[src/smrb_pkg.sv]
package smrb_pkg;
    localparam int CLK_HZ = 20_000_000;
    localparam int RELEASE_DELAY_MS = 200;
    localparam int ASSERT_DELAY_US = 32;
    localparam int TRIP_FILTER_US = 20;
    localparam int CYCLE_REQ_MS = 20;
    localparam int TICK_US = 1;
    localparam int TICK_CYCLES = CLK_HZ / 1_000_000 * TICK_US;
    localparam int RELEASE_TICKS = RELEASE_DELAY_MS * 1000 / TICK_US;
    localparam int ASSERT_TICKS = ASSERT_DELAY_US / TICK_US;
    localparam int TRIP_TICKS = TRIP_FILTER_US / TICK_US;
    localparam int CYCLE_TICKS = CYCLE_REQ_MS * 1000 / TICK_US;
    localparam int CNT_W = 18;
    // Threshold-select pin states as reported by the pin sense
    typedef enum logic [1:0] {
        SEL_OPEN = 2'h0,
        SEL_LOW_RAIL = 2'h1,
        SEL_GROUND = 2'h2
    } smrb_sel_type;
    typedef enum logic [3:0] {
        ST_LOCKOUT = 4'h1,
        ST_RUN = 4'h2,
        ST_TRIPPED = 4'h4,
        ST_CYCLE = 4'h8
    } smrb_state_type;
endpackage

[src/smrb_supervisor.sv]
// Overview of operation
// - Rail above threshold raises power-good immediately
// - Reset releases after 200ms continuous power-good
// - Rail below threshold drops power-good immediately
// - Reset asserts 32us after power-good falls
// - Short power-good highs under 200ms keep reset
// - Short power-good dips under 32us keep reset
// - Threshold chosen from select pin state
// - Select grounded over 32us forces soft reset
// - Reset held 200ms after select released
// - Pumps off until both supplies out of lockout
// - Breaker trips on overcurrent beyond 20us
// - Trip kills gates, fault, power-good; reset later
// - Trip latches until power-cycle or supply loss
// - Aux comparator output low when input below
// - Power-cycle request over 20ms restarts, clears trip
// - Bus disable low with reset release, else high
module smrb_supervisor
    import smrb_pkg::*;
#(
    parameter int RELEASE_COUNT = smrb_pkg::RELEASE_TICKS,
    parameter int CYCLE_COUNT = smrb_pkg::CYCLE_TICKS
) (
    input wire logic clk,
    input wire logic rst_n,
    input wire logic railAbove465,
    input wire logic railAbove290,
    input wire logic railAbove588,
    input wire smrb_pkg::smrb_sel_type threshold_select_in,
    input wire logic lowSupplyOk,
    input wire logic highSupplyOk,
    input wire logic low_rail_sense_in,
    input wire logic high_rail_sense_in,
    input wire logic auxCompareAbove,
    input wire logic powerCycleReq_n,
    input wire logic railDischarged,
    output logic power_good_out,
    output logic reset_n,
    output logic busDisable,
    output logic fault_n,
    output logic pump_on_out,
    output logic low_rail_gate_drive,
    output logic high_rail_gate_drive,
    output logic aux_compare_out
);
    import smrb_pkg::*;

    // Counts beyond the timer width are refused inside each timer
    if (RELEASE_COUNT < 1 || CYCLE_COUNT < 1) begin : g_bad_count
        $error("smrb_supervisor counts must be positive");
    end

    // Two-stage synchronisers; only the second stage is used
    localparam int NS = 10;
    // Request bit resets to its idle high so no request is seen at start
    localparam logic [NS-1:0] SYNC_IDLE = NS'(1);
    logic [NS-1:0] syncA, syncB;
    wire [NS-1:0] rawIn = {railAbove465, railAbove290, railAbove588,
        threshold_select_in, lowSupplyOk, highSupplyOk,
        low_rail_sense_in | high_rail_sense_in, auxCompareAbove,
        powerCycleReq_n};
    always_ff @(posedge clk or negedge rst_n) begin
        if (!rst_n) begin
            syncA <= SYNC_IDLE;
            syncB <= SYNC_IDLE;
        end else begin
            syncA <= rawIn;
            syncB <= syncA;
        end
    end
    wire s465 = syncB[9];
    wire s290 = syncB[8];
    wire s588 = syncB[7];
    wire [1:0] sSel = syncB[6:5];
    wire sLoOk = syncB[4];
    wire sHiOk = syncB[3];
    wire sOver = syncB[2];
    wire sAux = syncB[1];
    wire sCycReq_n = syncB[0];
    // Discharge sense gets its own two-stage synchroniser
    logic dischargedA, dischargedS;
    always_ff @(posedge clk or negedge rst_n) begin
        if (!rst_n) begin
            dischargedA <= 1'b0;
            dischargedS <= 1'b0;
        end else begin
            dischargedA <= railDischarged;
            dischargedS <= dischargedA;
        end
    end

    // Free-running time base: one tick per microsecond
    // Tick phase is free, so every timer may start up to a tick late
    logic [4:0] prescale;
    wire tick = prescale == 5'(TICK_CYCLES - 1);
    always_ff @(posedge clk or negedge rst_n) begin
        if (!rst_n) begin
            prescale <= '0;
        end else begin
            prescale <= tick ? '0 : prescale + 1'b1;
        end
    end

    // Threshold pick; grounded select also triggers soft reset via 5.88V
    wire selGround = sSel == SEL_GROUND;
    wire railAbove = (sSel == SEL_LOW_RAIL) ? s290 :
        selGround ? s588 : s465;

    smrb_state_type state, next_state;
    wire suppliesOk = sLoOk && sHiOk;
    wire running = state == ST_RUN;
    wire pgLevel = running && railAbove;

    // Filters: overcurrent, long power-cycle request, pg low, pg high
    logic tripDone, cycleDone, lowDone, highDone;
    // Overcurrent only counts while running; lockout clears the fault flag
    smrb_qual #(.LIMIT(TRIP_TICKS), .W(CNT_W)) uTrip (
        .clk(clk),
        .rst_n(rst_n),
        .tick(tick),
        .cond(sOver && running),
        .done(tripDone)
    );
    // A request must outlast the filter; short presses are dropped
    smrb_qual #(.LIMIT(CYCLE_COUNT), .W(CNT_W)) uCycle (
        .clk(clk),
        .rst_n(rst_n),
        .tick(tick),
        .cond(!sCycReq_n),
        .done(cycleDone)
    );
    // Counting pg low covers both drops and a grounded select pin
    smrb_qual #(.LIMIT(ASSERT_TICKS), .W(CNT_W)) uLow (
        .clk(clk),
        .rst_n(rst_n),
        .tick(tick),
        .cond(!pgLevel),
        .done(lowDone)
    );
    smrb_qual #(.LIMIT(RELEASE_COUNT), .W(CNT_W)) uHigh (
        .clk(clk),
        .rst_n(rst_n),
        .tick(tick),
        .cond(pgLevel),
        .done(highDone)
    );

    // ST_CYCLE holds gates off until request released and rail drained
    always_comb begin
        next_state = state;
        unique case (state)
            ST_LOCKOUT: begin
                if (suppliesOk) begin
                    next_state = ST_RUN;
                end
            end
            ST_RUN: begin
                if (!suppliesOk) begin
                    next_state = ST_LOCKOUT;
                end else if (cycleDone) begin
                    next_state = ST_CYCLE;
                end else if (tripDone) begin
                    next_state = ST_TRIPPED;
                end
            end
            ST_TRIPPED: begin
                if (!suppliesOk) begin
                    next_state = ST_LOCKOUT;
                end else if (cycleDone) begin
                    next_state = ST_CYCLE;
                end
            end
            ST_CYCLE: begin
                if (!suppliesOk) begin
                    next_state = ST_LOCKOUT;
                end else if (sCycReq_n && dischargedS) begin
                    next_state = ST_RUN;
                end
            end
            default: next_state = ST_LOCKOUT;
        endcase
    end

    // Reset output: high after release delay, low after assert delay
    // Both timers never finish together: pg is either high or low
    logic resetLevel;
    wire next_reset = highDone ? 1'b1 : (lowDone ? 1'b0 : resetLevel);
    wire next_pump = next_state == ST_RUN;

    always_ff @(posedge clk or negedge rst_n) begin
        if (!rst_n) begin
            state <= ST_LOCKOUT;
            resetLevel <= 1'b0;
        end else begin
            state <= next_state;
            resetLevel <= next_reset;
        end
    end

    // Registered outputs; pg follows the same cycle as its cause
    always_ff @(posedge clk or negedge rst_n) begin
        if (!rst_n) begin
            power_good_out <= 1'b0;
            reset_n <= 1'b0;
            busDisable <= 1'b1;
            fault_n <= 1'b1;
            pump_on_out <= 1'b0;
            low_rail_gate_drive <= 1'b0;
            high_rail_gate_drive <= 1'b0;
            aux_compare_out <= 1'b0;
        end else begin
            power_good_out <= (next_state == ST_RUN) && railAbove;
            reset_n <= next_reset;
            busDisable <= !next_reset;
            fault_n <= next_state != ST_TRIPPED;
            pump_on_out <= next_pump;
            low_rail_gate_drive <= next_pump;
            high_rail_gate_drive <= next_pump;
            aux_compare_out <= sAux;
        end
    end
endmodule

[src/smrb_qual.sv]
// Counts ticks while a condition holds; done once the count is exceeded
module smrb_qual #(
    parameter int LIMIT = 32,
    parameter int W = 18
) (
    input wire logic clk,
    input wire logic rst_n,
    input wire logic tick,
    input wire logic cond,
    output logic done
);
    logic [W-1:0] count;
    // The first tick may come at once, so LIMIT + 1 ticks prove LIMIT held
    if (LIMIT < 1 || LIMIT >= (1 << W) - 1) begin : g_bad_limit
        $error("smrb_qual LIMIT out of range");
    end
    always_ff @(posedge clk or negedge rst_n) begin
        if (!rst_n) begin
            count <= '0;
        end else if (!cond) begin
            count <= '0;
        end else if (tick && count != W'(LIMIT + 1)) begin
            count <= count + 1'b1;
        end
    end
    assign done = cond && count == W'(LIMIT + 1);
endmodule

[config.mk]
export PLATFORM = sky130hd
export DESIGN_NAME = smrb_supervisor
export DESIGN_NICKNAME = d
export VERILOG_FILES = /design/src/smrb_pkg.sv /design/src/smrb_supervisor.sv /design/src/smrb_qual.sv
export SDC_FILE = /design/constraint.sdc
export NUM_CORES = 1
export LEC_CHECK = 0
export BUFFER_PORTS_ARGS = -buffer_cell sky130_fd_sc_hd__buf_2
export CORE_UTILIZATION = 30
export CTS_BUF_LIST = sky130_fd_sc_hd__clkbuf_8
export DETAILED_ROUTE_END_ITERATION = 10
export SETUP_SLACK_MARGIN = 0.4
export SYNTH_ARGS = -nofsm -noshare
export SYNTH_HDL_FRONTEND = slang
export SYNTH_SLANG_ARGS = --single-unit
[constraint.sdc]
create_clock -name clk -period 2.89 [get_ports clk]
set_clock_uncertainty 0.15 [all_clocks]
set_input_delay 0.1445 -clock clk [delete_from_list [all_inputs] [get_ports clk]]
set_output_delay 0.1445 -clock clk [all_outputs]
set_load 0.05 [all_outputs]
# Word-level counts from Yosys, hierarchy flattened
# Index checks and enable logic that the tools add are counted.
# totals
inputBits	14
output_inout_bits	8
wordCells	81
reg_bits	109
# classes
addsub	5
bitwise_logic	1
n_reduce_logical	18
eq_ne	19
n_mux	22
# ops
op	n
2-to-1 mux 18 bit	8
adder 18 x 1 -> 18 bit, second input constant	4
2-to-1 mux 4 bit	8
== test 18 x 15 -> 1 bit, second input constant	1
== test 18 bit, second input constant	1
== test 18 x 5 -> 1 bit, second input constant	1
== test 18 x 6 -> 1 bit, second input constant	1
!= test 18 x 15 -> 1 bit, second input constant	1
!= test 18 bit, second input constant	1
!= test 18 x 5 -> 1 bit, second input constant	1
!= test 18 x 6 -> 1 bit, second input constant	1
case mux 4 bit (4 select lines)	1
logical AND 1 bit	13
== test 4 x 2 -> 1 bit, second input constant	2
adder 5 x 1 -> 5 bit, second input constant	1
== test 5 bit, second input constant	1
2-to-1 mux 5 bit	1
== test 4 x 1 -> 1 bit, second input constant	1
== test 4 x 3 -> 1 bit, second input constant	1
== test 4 bit, second input constant	1
2-to-1 mux 1 bit	4
!= test 2 bit, second input constant	2
!= test 4 x 3 -> 1 bit, second input constant	1
nonzero test 2 bit	2
other kinds (4)	6

# Depth between registers and ports, before layout
# logic_depth
ltp_word	9
ltp_mapped	8
mapped_depth_nobuf	7

# By module
# A second synthesis with hierarchy kept.
# unflattened
cells_unflattened	552
area_unflattened_um2	5547.8
# by_module_without_submodules
module	area_each_um2	n_inst	cells_per_inst
smrb_supervisor	1353.8	1	103
smrb_qual at uCycle	1064.8	1	113
smrb_qual at uHigh	1064.8	1	114
smrb_qual at uTrip	1053.5	1	117
smrb_qual at uLow	1011.0	1	105

# Worst setup path after synthesis
# OpenSTA, ideal clock, no wires.
# synth_timing
path_kind	register to register
startpoint	register uCycle.count[1]
endpoint	register uCycle.count[0]
setup_ns	0.133
required_ns	2.607
synth_period_minus_slack_ns	2.299
n_path_buf	0
setup_slack_ns	0.591
stages_incl_launch_ff	8
t_arrival_ns	2.016
path_cell_list	dfrtp_1 inv_1 ha_1 or4b_1 or4_4 o31a_1 xnor2_1 nor2_1
# synth_via
elab_chain_len	3
# synth_rtl
item	line_no	rtl
start, declared	smrb_qual.sv:12	logic [W-1:0] count;
start signal, assigned	smrb_qual.sv:23	count <= count + 1'b1;
!= test 18 x 15 -> 1 bit	smrb_qual.sv:22	end else if (tick && count != W'(LIMIT + 1)) begin
logical AND 1 bit	smrb_qual.sv:22	
nonzero test 2 bit (no line)	--	
# No other way between the ends.
# A chain may end at the register's enable or synchronous reset.

# Worst setup path in the final report
# layout_timing
startpoint	register uCycle.count[1]
endpoint	register uCycle.count[1]
# layout_via
elab_chain_len	3
word_cells_on_any_way	6
classes_between	1 x add/sub; 1 x eq/ne; 2 x mux; 2 x reduce/logical
# layout_rtl
item	line_no
adder 18 x 1 -> 18 bit or != test 18 x 15 -> 1 bit (tied branches)	smrb_qual.sv:23, smrb_qual.sv:22
2-to-1 mux 18 bit or logical AND 1 bit (tied branches)	smrb_qual.sv:22
2-to-1 mux 18 bit or nonzero test 2 bit (tied branches)	--
# Parallel ways exist; a longest one is shown, timed or not. The select of a mux whose other input is x is not followed.

==> results.sh <==
export IMPL_grt_pass1_vias=3514
export IMPL_ys_async_sr_fraction_pct=100.0
export IMPL_ys_types=47
export IMPL_portBuffers=21
export IMPL_yosysWarnings=0
export IMPL_die_h_um=131.7
export IMPL_finalNetCount=548
export IMPL_ir_worst_vdd_uv=430.2
export IMPL_routed_via_density=4.821
export IMPL_outcome="completed"
export IMPL_antenna_found_initial=0
export IMPL_ant_nets=0
export IMPL_synth_ff_type="dfrtp_1"
export IMPL_pwr_density_cell_nw_per_um2=460.3
export IMPL_fin_setup_tns_ns=0
export IMPL_cap_violations=0
export IMPL_antenna_cells=0
export IMPL_gp_congestion=0.7998
export IMPL_cts_tree="done"
export IMPL_grt_overflow_total=0
export IMPL_fillers=1639
export IMPL_worst_ep_arrival_time_ns=2.53
export IMPL_die_w_um=131.7
export IMPL_hpwl_mm=6.364
export IMPL_drtIter0Drc=188
export IMPL_slew_limit_headroom_pct=52.01
export IMPL_clockRootBuffer="clkbuf_8"
export IMPL_worstSetupPathType="register to register"
export IMPL_final_util_pct=35.08
export IMPL_cp_max_fo=3
export IMPL_dp_worst_setup_slack_ns=0.4414
export IMPL_fin_crit_sh_pct=84.02
export IMPL_drt_total_wl_mm=9.382
export IMPL_synth_top_area_share_pct=51.55
export IMPL_final_common_cell="dfrtp_1"
export IMPL_area_growth_syn_to_layout_pct=14.82
export IMPL_synth_area_um2=5049
export IMPL_synthCells=489
export IMPL_clk_latency_ns=0.38
export IMPL_setup_viol=0
export IMPL_synth_top_cell_by_area="dfrtp_1"
export IMPL_htreeDepth=3
export IMPL_layout_common_cells="dfrtp_1 (103), nor2_1 (83), xor2_1 (44)"
export IMPL_worstSetupEndpointType="register"
export IMPL_numCtsBuffers=9
export IMPL_cts_sinks=109
export IMPL_slew_violations=0
export IMPL_core_area_um2=16520
export IMPL_dr_pass1_iters=4
export IMPL_rsz0062_at_grt="yes"
export IMPL_ioPinCount=22
export IMPL_finalWorstSetupSlack_ns=0.4618
export IMPL_drive_gt1_share_pct=12.64
export IMPL_start_util_pct=30.55
export IMPL_fmax_mhz=411.8
export IMPL_place_inst=720
export IMPL_fin_cells=750
export IMPL_final_cell_area_um2=5797
export IMPL_grt_max_degree=58
export IMPL_min_period_ns=2.428
export IMPL_worst_ep_required_time_ns=2.99
export IMPL_placed_area_um2=5416
export IMPL_ys_ff_latch=109
export IMPL_grt_use_total_pct=11.67
export IMPL_path_clk_slew_ns=0.10
export IMPL_wl_per_cell_um=12.51
export IMPL_cts_buffer_depth=2
export IMPL_start_kind="register"
export IMPL_worst_pin_slew_ns=0.7198
export IMPL_num_rows=47
export IMPL_min_delay_path_class="input pin to async pin"
export IMPL_synth_edf_count=0
export IMPL_synth_area_leaders="dfrtp_1 (52%), xor2_1 (7.6%), nor2_1 (6.2%)"
export IMPL_syn_avg_cell_area_um2=10.32
export IMPL_grt_pass1_wl_mm=16.49
export IMPL_leakagePower_nw=2.344
export IMPL_syn_num_nets=512
export IMPL_vias=3616
export IMPL_hold_viol_final=0
export IMPL_seq_area_frac_synth_pct=54.15
export IMPL_drc=0
export IMPL_dieArea_um2=17350
[cell families (layout without fill, tap and decap cells)]
group | Yosys count | count (layout) | share of synthesized area [%]
muxes | 6 | 6 | 1.214
adders and majority gates | 9 | 9 | 2.231
xor gates and xnor gates | 62 | 62 | 10.76
DFF | 109 | 109 | 54.15
AOI/OAI and AO/OA | 41 | 41 | 5.304
buffers and inverters | 27 | 68 | 2.206
and+or+nand+nor | 235 | 235 | 24.14
[routing by layer]
metal / GRT usage [%] / wire length (µm) / vias up
met4: 3.230 / 66 / 0
met1: 14.78 / 4464 / 1800
met3: 3.627 / 292 / 6
met5: 0 / 0 / -
met2: 19.17 / 4558 / 36
li1: - / - / 1774
[cells in the mapped netlist, types with 2 or more instances]
master    instances
o211ai_1          3
nor4_1            5
nor2_1           83
or4b_1            2
xor2_1           44
nand2_1          26
nor3b_1           2
buf_2             2
a21oi_1          12
o31a_1            2
or3_1            10
o21a_1            2
a211oi_1          4
clkbuf_1         13
or2_2             3
nor4bb_1          2
a22o_1            2
nand4_1          24
and4_1            5
inv_1            10
buf_4             2
nor4b_1           4
mux2i_1           5
nand3_1          33
dfstp_2           5
ha_1              9
dfrtp_1         104
xnor2_1          18
nor3_1           19
and3_1            7
o21ai_0          11
[power by group]
part | switching, W | internal (W)
clock | 0.000558 | 0.000422
sequential | 0.0000240 | 0.00155
combinational | 0.0000698 | 0.0000420
[sequential cells by signal (all words and copies together), names as in the netlist]
signal / flops
state: 4
dischargedS: 1
busDisable: 1
uTrip.count: 18
aux_compare_out: 1
high_rail_gate_drive: 1
uCycle.count: 18
syncB: 10
dischargedA: 1
power_good_out: 1
reset_n: 1
uLow.count: 18
prescale: 5
uHigh.count: 18
syncA: 10
fault_n: 1
[timing repair]
item,4_1_cts,5_1_grt
endpoints found under the setup margin,0,15
hold buffers,13,0
endpoints found under the hold margin,61,0
resized for setup,0,7
buffers inserted,0,1
[critical path, cell delays in order (launching register included)]
cell      delay, ns
dfrtp_1        0.41
inv_2          0.07
ha_4           0.11
or4b_4         0.45
or4_4          0.54
o31a_1         0.35
nor2_1         0.15
a211oi_2       0.06
[worst paths after layout]
path,slack [ns],from,endpoint,cells past startpoint
worst max-delay path,0.46,uCycle.count[1],uCycle.count[1],7
worst min-delay path,0.21,rst_n,uLow.count[16],2
worst max register to register,0.46,uCycle.count[1],uCycle.count[1],7
worst min register to register,0.21,syncA[7],syncB[7],0
max in group asynchronous,1.53,rst_n,uHigh.count[3],3
min in group clk,0.21,syncA[7],syncB[7],0
[area by class of cell]
cell class                      count  area, µm²  area share, %
Clock buffer                        9      123.9          2.137
Clock inverter                      7      86.33          1.489
Timing Repair Buffer               42      297.8          5.137
Sequential cell                   109       2735          47.18
Inverter                           10      37.54         0.6475
Multi-Input combinational cell    353       2241          38.66
Tap cell                          220      275.3          4.749
[metrics by stage]
| stage | total power [W] | hold WS (ns) |
|---|---|---|
| floorplan | 0.001653 | -0.3011 |
| global placement | 0.001706 | 0.09785 |
| detailed placement | 0.001709 | 0.1009 |
| CTS | 0.002717 | 0.2104 |
| global route | 0.002786 | 0.2116 |
| finish | 0.002668 | 0.2073 |
No activity file was read; power rests on OpenSTA's default activity.
